<file path="config.mk">
export PLATFORM = sky130hd
export DESIGN_NAME = sfm_mode_ctrl
export DESIGN_NICKNAME = d
export VERILOG_FILES = /design/src/include/sfm_pkg.sv /design/src/include/sfm_link_if.sv /design/src/verilog/sfm_mode_ctrl.sv /design/src/verilog/sfm_link_rx.sv
export SDC_FILE = /design/constraint.sdc
export NUM_CORES = 1
export LEC_CHECK = 0
export ABC_AREA = 1
export BUFFER_PORTS_ARGS = -buffer_cell sky130_fd_sc_hd__clkbuf_2
export CAP_MARGIN = 20
export CORE_MARGIN = 1
export CORE_UTILIZATION = 60
export DETAILED_ROUTE_END_ITERATION = 8
export PLACE_DENSITY_LB_ADDON = 0.2
export RECOVER_POWER = 50
export SLEW_MARGIN = 20
export SYNTH_ARGS = -nofsm -noshare
export SYNTH_HDL_FRONTEND = slang
export SYNTH_SLANG_ARGS = --single-unit
</file>
<file path="constraint.sdc">
create_clock -name mclk -period 5.05 [get_ports mclk]
set_input_delay 0.2525 -clock mclk [delete_from_list [all_inputs] [get_ports mclk]]
set_output_delay 0.2525 -clock mclk [all_outputs]
set_load 0.005 [all_outputs]
</file>
<file path="src/include/sfm_pkg.sv">
// Constants shared by the serial flash mode-control block
package sfm_pkg;
    // =========================================================
    // Instruction codes
    localparam logic [7:0] OP_WREN = 8'h06;
    localparam logic [7:0] OP_WRSR = 8'h01;
    localparam logic [7:0] OP_QPI_ENTER = 8'h35;
    localparam logic [7:0] OP_QPI_EXIT = 8'hf5;
    localparam logic [7:0] OP_RST_ENABLE = 8'h66;
    localparam logic [7:0] OP_RST = 8'h99;
    localparam logic [7:0] OP_ADDR4_EXIT = 8'he9;
    localparam logic [7:0] OP_QUAD_READ = 8'heb;
    // =========================================================
    // Mode byte values after a quad read address
    localparam logic [7:0] MODE_CONT_ENTER = 8'ha5;
    localparam logic [7:0] MODE_CONT_END = 8'h00;
    // =========================================================
    // Status register layout and reset value
    localparam int QE_BIT = 6;
    localparam int WEL_BIT = 1;
    localparam logic [7:0] SR_RESET = 8'h00;
    // =========================================================
    // Link sampling and frame counts
    localparam logic [3:0] LANES_ALL_ONES = 4'hf;
    localparam logic [3:0] ONES_EXIT_3B = 4'h8;
    localparam logic [3:0] ONES_EXIT_4B = 4'ha;
    localparam logic [2:0] ADDR_BYTES_3B = 3'h3;
    localparam logic [2:0] ADDR_BYTES_4B = 3'h4;
    localparam logic [3:0] BITS_PER_BYTE = 4'h8;
    localparam logic [6:0] PIN_IDLE = 7'h60;
    typedef enum logic [2:0] {
        ST_IDLE, ST_OPCODE, ST_ADDR, ST_MODE, ST_DATA, ST_SKIP
    } sfm_state_e;
endpackage

</file>
<file path="src/include/sfm_link_if.sv">
// Synchronised link events passed from the pin receiver to the core
interface sfm_link_if;
    logic sclk_rise;
    logic cs_fall;
    logic cs_rise;
    logic cs_active;
    logic hw_reset;
    logic [3:0] dq;
    modport rx (output sclk_rise, cs_fall, cs_rise, cs_active, hw_reset, dq);
    modport core (input sclk_rise, cs_fall, cs_rise, cs_active, hw_reset, dq);
endinterface

</file>
<file path="src/verilog/sfm_mode_ctrl.sv">
// Mode control of a serial multi-line flash: command, read and address modes
//
// Function
// - Exit instruction returns the device to single-line command input.
// - Entry instruction switches instruction, address and data to four lines.
// - Mode byte 00h ends continuous read after the current read.
// - All ones on four lines for 8 or 10 clocks forces exit.
// - Mode byte A5h after quad read address enters continuous read.
// - Quad-enable flag sits at status bit 6; one enables four lines.
// - Status register is non-volatile; writing needs prior write enable.
// - Reset-enable immediately followed by reset restores power-on state.
// - Exit instruction leaves four-byte addressing without write enable.
// - Hardware reset returns the device to three-byte addressing.
// - Continuous quad read omits the instruction on following reads.
module sfm_mode_ctrl
    import sfm_pkg::*;
#(
    parameter logic [7:0] OP_ADDR4_ENTER = 8'hb7
)(
    input wire logic mclk,
    input wire logic resetn,
    input wire logic sclk_pin,
    input wire logic cs_n_pin,
    input wire logic [3:0] quad_data_lines,
    input wire logic hw_reset_n_pin,
    input wire logic [7:0] nv_status_init,
    output logic [7:0] status_reg,
    output logic quad_enable_flag,
    output logic quad_cmd_mode,
    output logic cont_read,
    output logic addr4_mode,
    output logic nv_write,
    output logic [7:0] nv_write_data
);
    sfm_link_if lk ();

    sfm_link_rx u_rx (
        .mclk(mclk),
        .resetn(resetn),
        .sclk_pin(sclk_pin),
        .cs_n_pin(cs_n_pin),
        .dq_pin(quad_data_lines),
        .hw_reset_n_pin(hw_reset_n_pin),
        .lk(lk.rx)
    );

    // =========================================================
    // Frame decoder state
    sfm_state_e state, next_state;
    logic [7:0] shreg, next_shreg;
    logic [3:0] bitcnt, next_bitcnt;
    logic [2:0] bytecnt, next_bytecnt;
    logic [7:0] opcode, next_opcode;
    logic [7:0] data, next_data;
    logic clean, next_clean;
    logic have_data, next_have_data;
    logic mode_exit, next_mode_exit;
    logic ones_run, next_ones_run;
    logic [3:0] ones_cnt, next_ones_cnt;
    logic arm, next_arm;
    logic wel, next_wel;
    logic [7:0] sr, next_sr;
    logic sr_loaded, next_sr_loaded;
    logic next_qpi, next_cont, next_addr4, next_nv_write;
    logic quad, byte_done, soft_rst;
    logic [7:0] sh_new;
    logic [3:0] bits_new;
    logic [3:0] exit_len;
    logic [2:0] addr_bytes;

    function automatic logic [7:0] shift_in(input logic [7:0] s,
                                            input logic [3:0] d,
                                            input logic four);
        shift_in = four ? {s[3:0], d} : {s[6:0], d[0]};
    endfunction

    assign quad_enable_flag = sr[QE_BIT];
    assign status_reg = {sr[7:2], wel, sr[0]};
    assign exit_len = addr4_mode ? ONES_EXIT_4B : ONES_EXIT_3B;
    assign addr_bytes = addr4_mode ? ADDR_BYTES_4B : ADDR_BYTES_3B;
    // Address and mode phases of a quad read always use all four lines
    assign quad = quad_cmd_mode || state == ST_ADDR || state == ST_MODE;
    assign sh_new = shift_in(shreg, lk.dq, quad);
    assign bits_new = bitcnt + (quad ? 4'h4 : 4'h1);
    assign byte_done = bits_new == BITS_PER_BYTE;

    always_comb begin
        next_state = state;
        next_shreg = shreg;
        next_bitcnt = bitcnt;
        next_bytecnt = bytecnt;
        next_opcode = opcode;
        next_data = data;
        next_clean = clean;
        next_have_data = have_data;
        next_mode_exit = mode_exit;
        next_ones_run = ones_run;
        next_ones_cnt = ones_cnt;
        next_arm = arm;
        next_wel = wel;
        next_sr = sr;
        next_sr_loaded = 1'b1;
        next_qpi = quad_cmd_mode;
        next_cont = cont_read;
        next_addr4 = addr4_mode;
        next_nv_write = 1'b0;
        soft_rst = 1'b0;
        // Stored status comes back as last written, once after power-on
        if (!sr_loaded) begin
            next_sr = nv_status_init;
        end
        if (lk.hw_reset) begin
            next_state = ST_IDLE;
            next_qpi = 1'b0;
            next_cont = 1'b0;
            next_addr4 = 1'b0;
            next_wel = 1'b0;
            next_arm = 1'b0;
        end else if (lk.cs_fall) begin
            // Continuous read frames start straight with the address
            next_state = cont_read ? ST_ADDR : ST_OPCODE;
            next_bitcnt = 4'h0;
            next_bytecnt = 3'h0;
            next_opcode = 8'h00;
            next_clean = 1'b0;
            next_have_data = 1'b0;
            next_mode_exit = 1'b0;
            next_ones_cnt = 4'h0;
            next_ones_run = cont_read;
        end else if (lk.sclk_rise && lk.cs_active && state != ST_IDLE) begin
            next_shreg = sh_new;
            next_bitcnt = byte_done ? 4'h0 : bits_new;
            unique case (state)
                ST_OPCODE: begin
                    if (byte_done) begin
                        next_opcode = sh_new;
                        next_clean = 1'b1;
                        next_state = ST_SKIP;
                        if (sh_new == OP_QUAD_READ &&
                            (sr[QE_BIT] || quad_cmd_mode)) begin
                            next_clean = 1'b0;
                            next_state = ST_ADDR;
                        end else if (sh_new == OP_WRSR) begin
                            next_clean = 1'b0;
                            next_state = ST_DATA;
                        end
                    end
                end
                ST_ADDR: begin
                    if (byte_done) begin
                        next_bytecnt = bytecnt + 3'h1;
                        if (bytecnt == addr_bytes - 3'h1) begin
                            next_state = ST_MODE;
                        end
                    end
                end
                ST_MODE: begin
                    if (byte_done) begin
                        next_state = ST_SKIP;
                        if (sh_new == MODE_CONT_ENTER) begin
                            next_cont = 1'b1;
                        end else begin
                            // Any other byte, 00h among them
                            next_mode_exit = 1'b1;
                        end
                    end
                end
                ST_DATA: begin
                    if (byte_done) begin
                        next_data = sh_new;
                        next_have_data = 1'b1;
                        next_clean = 1'b1;
                        next_state = ST_SKIP;
                    end
                end
                ST_SKIP: begin
                    // Extra clocks spoil a command frame
                    next_clean = 1'b0;
                end
                ST_IDLE: begin
                end
            endcase
            if (ones_run) begin
                if (lk.dq == LANES_ALL_ONES) begin
                    next_ones_cnt = ones_cnt + 4'h1;
                    if (ones_cnt + 4'h1 == exit_len) begin
                        next_cont = 1'b0;
                        next_ones_run = 1'b0;
                        next_state = ST_SKIP;
                        next_clean = 1'b0;
                    end
                end else begin
                    next_ones_run = 1'b0;
                end
            end
        end else if (lk.cs_rise) begin
            next_state = ST_IDLE;
            next_arm = clean && opcode == OP_RST_ENABLE;
            if (mode_exit) begin
                next_cont = 1'b0;
            end
            if (clean) begin
                unique case (opcode)
                    OP_WREN: next_wel = 1'b1;
                    OP_QPI_ENTER: next_qpi = 1'b1;
                    OP_QPI_EXIT: next_qpi = 1'b0;
                    OP_ADDR4_EXIT: next_addr4 = 1'b0;
                    OP_RST: soft_rst = arm;
                    OP_WRSR: begin
                        if (have_data && wel) begin
                            next_sr = data;
                            next_wel = 1'b0;
                            next_nv_write = 1'b1;
                        end
                    end
                    default: begin
                        if (opcode == OP_ADDR4_ENTER) begin
                            next_addr4 = 1'b1;
                        end
                    end
                endcase
            end
            if (soft_rst) begin
                next_qpi = 1'b0;
                next_cont = 1'b0;
                next_addr4 = 1'b0;
                next_wel = 1'b0;
            end
        end
    end

    always_ff @(posedge mclk or negedge resetn) begin
        if (!resetn) begin
            state <= ST_IDLE;
            shreg <= 8'h00;
            bitcnt <= 4'h0;
            bytecnt <= 3'h0;
            opcode <= 8'h00;
            data <= 8'h00;
            clean <= 1'b0;
            have_data <= 1'b0;
            mode_exit <= 1'b0;
            ones_run <= 1'b0;
            ones_cnt <= 4'h0;
            arm <= 1'b0;
            wel <= 1'b0;
            sr <= SR_RESET;
            sr_loaded <= 1'b0;
            quad_cmd_mode <= 1'b0;
            cont_read <= 1'b0;
            addr4_mode <= 1'b0;
            nv_write <= 1'b0;
            nv_write_data <= 8'h00;
        end else begin
            state <= next_state;
            shreg <= next_shreg;
            bitcnt <= next_bitcnt;
            bytecnt <= next_bytecnt;
            opcode <= next_opcode;
            data <= next_data;
            clean <= next_clean;
            have_data <= next_have_data;
            mode_exit <= next_mode_exit;
            ones_run <= next_ones_run;
            ones_cnt <= next_ones_cnt;
            arm <= next_arm;
            wel <= next_wel;
            sr <= next_sr;
            sr_loaded <= next_sr_loaded;
            quad_cmd_mode <= next_qpi;
            cont_read <= next_cont;
            addr4_mode <= next_addr4;
            nv_write <= next_nv_write;
            nv_write_data <= next_sr;
        end
    end
endmodule // sfm_mode_ctrl

</file>
<file path="src/verilog/sfm_link_rx.sv">
// Pin synchroniser and edge finder for the serial flash link
module sfm_link_rx
    import sfm_pkg::*;
(
    input wire logic mclk,
    input wire logic resetn,
    input wire logic sclk_pin,
    input wire logic cs_n_pin,
    input wire logic [3:0] dq_pin,
    input wire logic hw_reset_n_pin,
    sfm_link_if.rx lk
);
    // =========================================================
    // Three-stage capture; a level is taken once stages 2 and 3 agree
    logic [6:0] s1;
    logic [6:0] s2;
    logic [6:0] s3;
    logic [6:0] filt;
    logic [6:0] prev;
    logic [6:0] next_filt;

    always_comb begin
        for (int i = 0; i < 7; i++) begin
            next_filt[i] = (s2[i] == s3[i]) ? s3[i] : filt[i];
        end
    end

    always_ff @(posedge mclk or negedge resetn) begin
        if (!resetn) begin
            s1 <= PIN_IDLE;
            s2 <= PIN_IDLE;
            s3 <= PIN_IDLE;
            filt <= PIN_IDLE;
            prev <= PIN_IDLE;
        end else begin
            s1 <= {hw_reset_n_pin, cs_n_pin, sclk_pin, dq_pin};
            s2 <= s1;
            s3 <= s2;
            filt <= next_filt;
            prev <= filt;
        end
    end

    // =========================================================
    // Events in the core clock domain
    assign lk.sclk_rise = filt[4] & ~prev[4];
    assign lk.cs_active = ~filt[5];
    assign lk.cs_fall = ~filt[5] & prev[5];
    assign lk.cs_rise = filt[5] & ~prev[5];
    assign lk.hw_reset = ~filt[6];
    assign lk.dq = filt[3:0];
endmodule // sfm_link_rx

</file>
# After elaboration in Yosys (flattened, before gate mapping)
# Cells that the tools add are included.
# W data, S select, Z words.
op_classes:
  n_eq_ne: 40
  addsub: 4
  n_bitwise: 7
  reduce_logical: 32
  n_mux: 118
ops:
  columns: ["op", "n"]
  rows:
  - ["$mux W8", 13]
  - ["$mux W1", 73]
  - ["$mux W3", 18]
  - ["$eq A8 B8 Y1 const B", 6]
  - ["$mux W4", 7]
  - ["$ne A4 B4 Y1 const B", 6]
  - ["$eq A8 B1 Y1 const B", 2]
  - ["$reduce_and A4 Y1", 4]
  - ["$reduce_bool A2 Y1", 8]
  - ["$reduce_and A5 Y1", 3]
  - ["$reduce_and A6 Y1", 2]
  - ["$ne A3 B3 Y1 const B", 3]
  - ["$pmux W3 S3", 1]
  - ["$reduce_and A3 Y1", 3]
  - ["$eq A4 B4 Y1 const B", 2]
  - ["$eq A8 B3 Y1 const B", 1]
  - ["$eq A8 B6 Y1 const B", 1]
  - ["$eq A8 B7 Y1 const B", 1]
  - ["$ne A2 B2 Y1 const B", 4]
  - ["$eq A1 B1 Y1", 7]
  - ["$eq A3 B2 Y1 const B", 2]
  - ["$eq A3 B3 Y1 const B", 2]
  - ["$pmux W1 S2", 3]
  - ["$logic_and A1 B1 Y1", 5]
  - ["other kinds (16)", 24]
totals:
  inputBits: 17
  elab_cells: 231
  reg_bits: 90
  out_inout_bits: 21

# Depth between registers and ports, before layout
logic_depth:
  word_depth: 15
  ltp_mapped: 20
  ltp_nobuf: 20

# Cells and area by module
# Synthesis repeated with hierarchy kept, for this count alone.
unflattened:
  cells_unflattened: 478
  area_unflattened_um2: 4330.4
by_module_without_submodules:
  columns: ["module", "n_inst", "area_each_um2", "cells_per_inst"]
  rows:
  - ["sfm_mode_ctrl", 1, 3402.0, 411]
  - ["sfm_link_rx", 1, 928.4, 67]

# Worst setup path after synthesis
# OpenSTA, ideal clock, no wires.
synth_timing:
  kind: "register -> register"
  from: "register state[2]"
  to: "register data[6]"
  required_time_ns: 4.931
  arrival_ns: 2.007
  synth_period_minus_slack_ns: 2.126
  slack_ns: 2.924
  n_path_buf: 1
  path_stages_with_launch: 16
  setup_ns: 0.119
  cell_sequence: "dfrtp_1 -> inv_2 -> nand2_2 -> nand2_4 -> inv_1 -> ha_1 -> ha_1 -> nor2_1 -> nand3_2 -> inv_2 -> nand2_4 -> nor2_8 -> nand3_4 -> buf_6 -> nand2_2 -> o21ai_2"
synth_between:
  elab_chain_len: 7
synth_lines:
  columns: ["element", "line_no", "rtl"]
  rows:
  - ["start, declared", "sfm_mode_ctrl.sv:49", "sfm_state_e state, next_state;"]
  - ["start signal, assigned", "sfm_mode_ctrl.sv:255", "state <= next_state;"]
  - ["$eq A3 B2 Y1", "sfm_mode_ctrl.sv:82", "assign quad = quad_cmd_mode || state == ST_ADDR || state == ST_MODE;"]
  - ["$logic_or A1 B1 Y1 (2 in series)", "sfm_mode_ctrl.sv:82", null]
  - ["$mux W3", "sfm_mode_ctrl.sv:84", "assign bits_new = bitcnt + (quad ? 4'h4 : 4'h1);"]
  - ["$add A4 B3 Y4", "sfm_mode_ctrl.sv:84", null]
  - ["$eq A4 B4 Y1", "sfm_mode_ctrl.sv:85", "assign byte_done = bits_new == BITS_PER_BYTE;"]
  - ["$reduce_and A5 Y1 (no line)", null, null]
  - ["end signal, assigned", "sfm_mode_ctrl.sv:260", "data <= next_data;"]
  - ["end, declared", "sfm_mode_ctrl.sv:54", "logic [7:0] data, next_data;"]
# Parallel ways exist; a longest one is shown, timed or not.
# A chain may end at the register's enable or synchronous reset.

# Worst setup path after layout
layout_timing:
  from: "register state[1]"
  to: "register data[1]"
# Same word-level chain as after synthesis.

==> results_dict.tcl <==
set metrics [dict create \
    slew_headroom_pct 50.4 \
    hold_class "input pin to register" \
    grt_util_all_layers_pct 26.0 \
    required_ns 5.30 \
    worstMarginPinSlew_ns 0.744 \
    crit_fanout 17 \
    synth_top_family_by_area "simple AND/OR/NAND/NOR gates" \
    max_freq_ghz 0.394 \
    critPathSlowestCell "dfrtp_1" \
    ir_worst_vdd_uv 215 \
    dp_hpwl_um 6280 \
    final_common_cell "nand2_1" \
    ys_seq_elements 86 \
    htreeDepth 3 \
    worstSetupEndpointType "register" \
    register_area_sq_um 2160 \
    drc 0 \
    numCtsBuffers 9 \
    postCtsSetupRepairBufs 0 \
    synth-compound-area-share_pct 8.22 \
    grt_pass1_wl_um 14500 \
    multi_input_area_sq_um 1720 \
    io_pins 38 \
    totalWireLength_um 8450 \
    drv_slew 0 \
    post-route-util_pct 68.6 \
    gp_congestion 0.933 \
    crit_path_start_kind "register" \
    ys_seq_area_share_pct 51.5 \
    cts_buffer_depth 2 \
    yosys.area_share.adder_pct 3.45 \
    yosysTopAreaCell "dfrtp_1" \
    clk_pin_slew_ns 0.09 \
    dieArea_sq_um 7340 \
    cts_tree "yes" \
    syn-cell-area_sq_um 4200 \
    leakage_nw 2.26 \
    ant_nets 0 \
    start_util_pct 61.9 \
    cap_violations 0 \
    fp.dieH_um 85.7 \
    layout-drive-gt1-share_pct 22.0 \
    placementRows 30 \
    ys.flop_type "dfrtp_1" \
    numPortBuffers 37 \
    synth-edff-count 0 \
    async_flop_share_pct 100 \
    insertion_delay_ns 0.36 \
    cpPeakStageDelay_ns 0.49 \
    antenna_cells 0 \
    postSynthAreaPerCell_sq_um 9.26 \
    drt_iter0_markers 214 \
    final_cell_mix "nand2_1, dfrtp_1, inv_1" \
    rsz0062_at_grt "no" \
    period_needed_ns 2.54 \
    path_class "register to register" \
    num-fill-cells 568 \
    ys_top_cells_by_area "dfrtp_1, nand2_1, dfstp_2" \
    synth_cell_type_count 43 \
    synth_nets 477 \
    muxShareOfSynthArea_pct 4.53 \
    synth.top_cell.area_share_pct 45.8 \
    period_share_pct 50.2 \
    vias 3157 \
    dieWidth_um 85.7 \
    powerDensity_nw_per_um2 284 \
    yosys.area_share.xor_xnor_pct 0.834 \
    finalSetupTns_ns 0 \
    dr.pass1.iters 4 \
    cts_root_buf "clkbuf_8" \
    final_nets 519 \
    viasPerCell 5.29 \
    yosysWarningCount 0 \
    finalClockSkew_ns 0.0132 \
    syn-instance-count 454 \
    status "complete, no violations" \
    setup_viol 0 \
    antenna_found_initial 0 \
    core_sq_um 6790 \
    hold_viol 0 \
    grt.overflow.total 0 \
    cts.sinks 86 \
    grt_pass1_vias 3088 \
    cp.arrival_ns 2.79 \
    syn_to_final_growth_pct 10.9 \
    synth_simple_gate_area_share_pct 23.8 \
    avgRoutedWirePerCell_um 14.2 \
    grt_max_degree 87 \
    path_cells "nand2_2, nand2_4, inv_1, ha_1, ha_1, nor2_1, nand3_2, inv_2, nand2_4, nor2_8, nand3_4, nand2_1, o21ai_2" \
]
-- logic make-up after synthesis --
kind of cell,count (synthesis)
AOI/OAI and AO/OA,53
other,1
buffers and inverters,71
adders and majority gates,13
and+or+nand+nor,209
xor gates and xnor gates,4
muxes,17
DFF,86
-- Yosys cell counts, types with 6 or more instances --
| cell | n |
|---|---|
| dfstp_2 | 9 |
| nor3_1 | 9 |
| nand3_1 | 25 |
| nor2_1 | 29 |
| o21ai_0 | 24 |
| dfrtp_1 | 77 |
| o21ai_2 | 9 |
| inv_2 | 6 |
| mux2_2 | 16 |
| ha_1 | 6 |
| inv_1 | 50 |
| nand2_2 | 7 |
| maj3_1 | 7 |
| buf_4 | 9 |
| nand2_1 | 114 |
-- critical path, delay by kind of cell, from the launching register on --
kind,cells,cell delay (ns)
adder cells (fa/ha/maj),2,0.52
AND/OR/NAND/NOR,8,1.23
buffers and inverters,2,0.14
AO/OA/AOI/OAI,1,0.06
flip-flops,1,0.49
-- where the power goes --
group / internal (mW) / switching [mW]
Clock: 0.182 / 0.249
Combinational: 0.0587 / 0.0773
Sequential: 0.724 / 0.0328
Total: 0.965 / 0.359
-- metrics by stage --
stage          worst slack (ns)  power (mW)  instances  instance area [sq um]  hold slack, ns
6_report                   2.51        1.32        597                   4660           0.242
5_1_grt                    2.28        1.38        597                   4660           0.252
4_1_cts                    2.50        1.33        596                   4650           0.106
3_5_place_dp               2.51       0.903        573                   4410           0.336
3_3_place_gp               2.67       0.897        573                   4410           0.332
2_1_floorplan              2.92       0.850        454                   4200         -0.0431
-- sequential cells by signal (all words and copies together) (netlist names), 2 cells and up --
signal / flops
sr: 8
u_rx.filt: 7
u_rx.prev: 2
u_rx.s3: 7
u_rx.s2: 7
shreg: 7
opcode: 8
state: 3
bytecnt: 3
data: 8
bitcnt: 4
u_rx.s1: 7
ones_cnt: 4
-- routing by layer --
layer  GRT usage, %  routed length [um]  vias to the layer above  part of all wire [%]
met3           3.85                 290                       16                   3.4
met1           35.0                3920                     1503                    46
met4           10.9                 183                        0                   2.2
met5              0                   0                        -                     0
li1               -                   -                     1559                     -
met2           42.5                4060                       79                    48
-- area by class of cell --
| cell class | instances | share of cell area, % |
|---|---|---|
| multi-input combinational | 297 | 36.9 |
| tap | 96 | 2.58 |
| clock inverter | 6 | 0.939 |
| timing repair buffer | 45 | 5.80 |
| sequential | 86 | 46.4 |
| inverter | 57 | 4.64 |
| clock buffer | 10 | 2.74 |
-- worst paths after layout --
check,from,to,slack (ns),depth (start not counted)
max,state[1],data[1],2.51,13
min,nv_status_init[3],sr[3],0.24,3
max reg2reg,state[1],data[1],2.51,13
min in group asynchronous,resetn,sr[4],0.49,2
max in group asynchronous,resetn,bitcnt[0],4.04,2
min reg2reg,u_rx.s1[1],u_rx.s2[1],0.36,0
-- what timing repair did --
item | in CTS | in global routing
hold endpoints to repair | 7 | 9
hold buffers | 7 | 1
gates resized for setup | 0 | 0
Power figures use the tool's default switching activity.
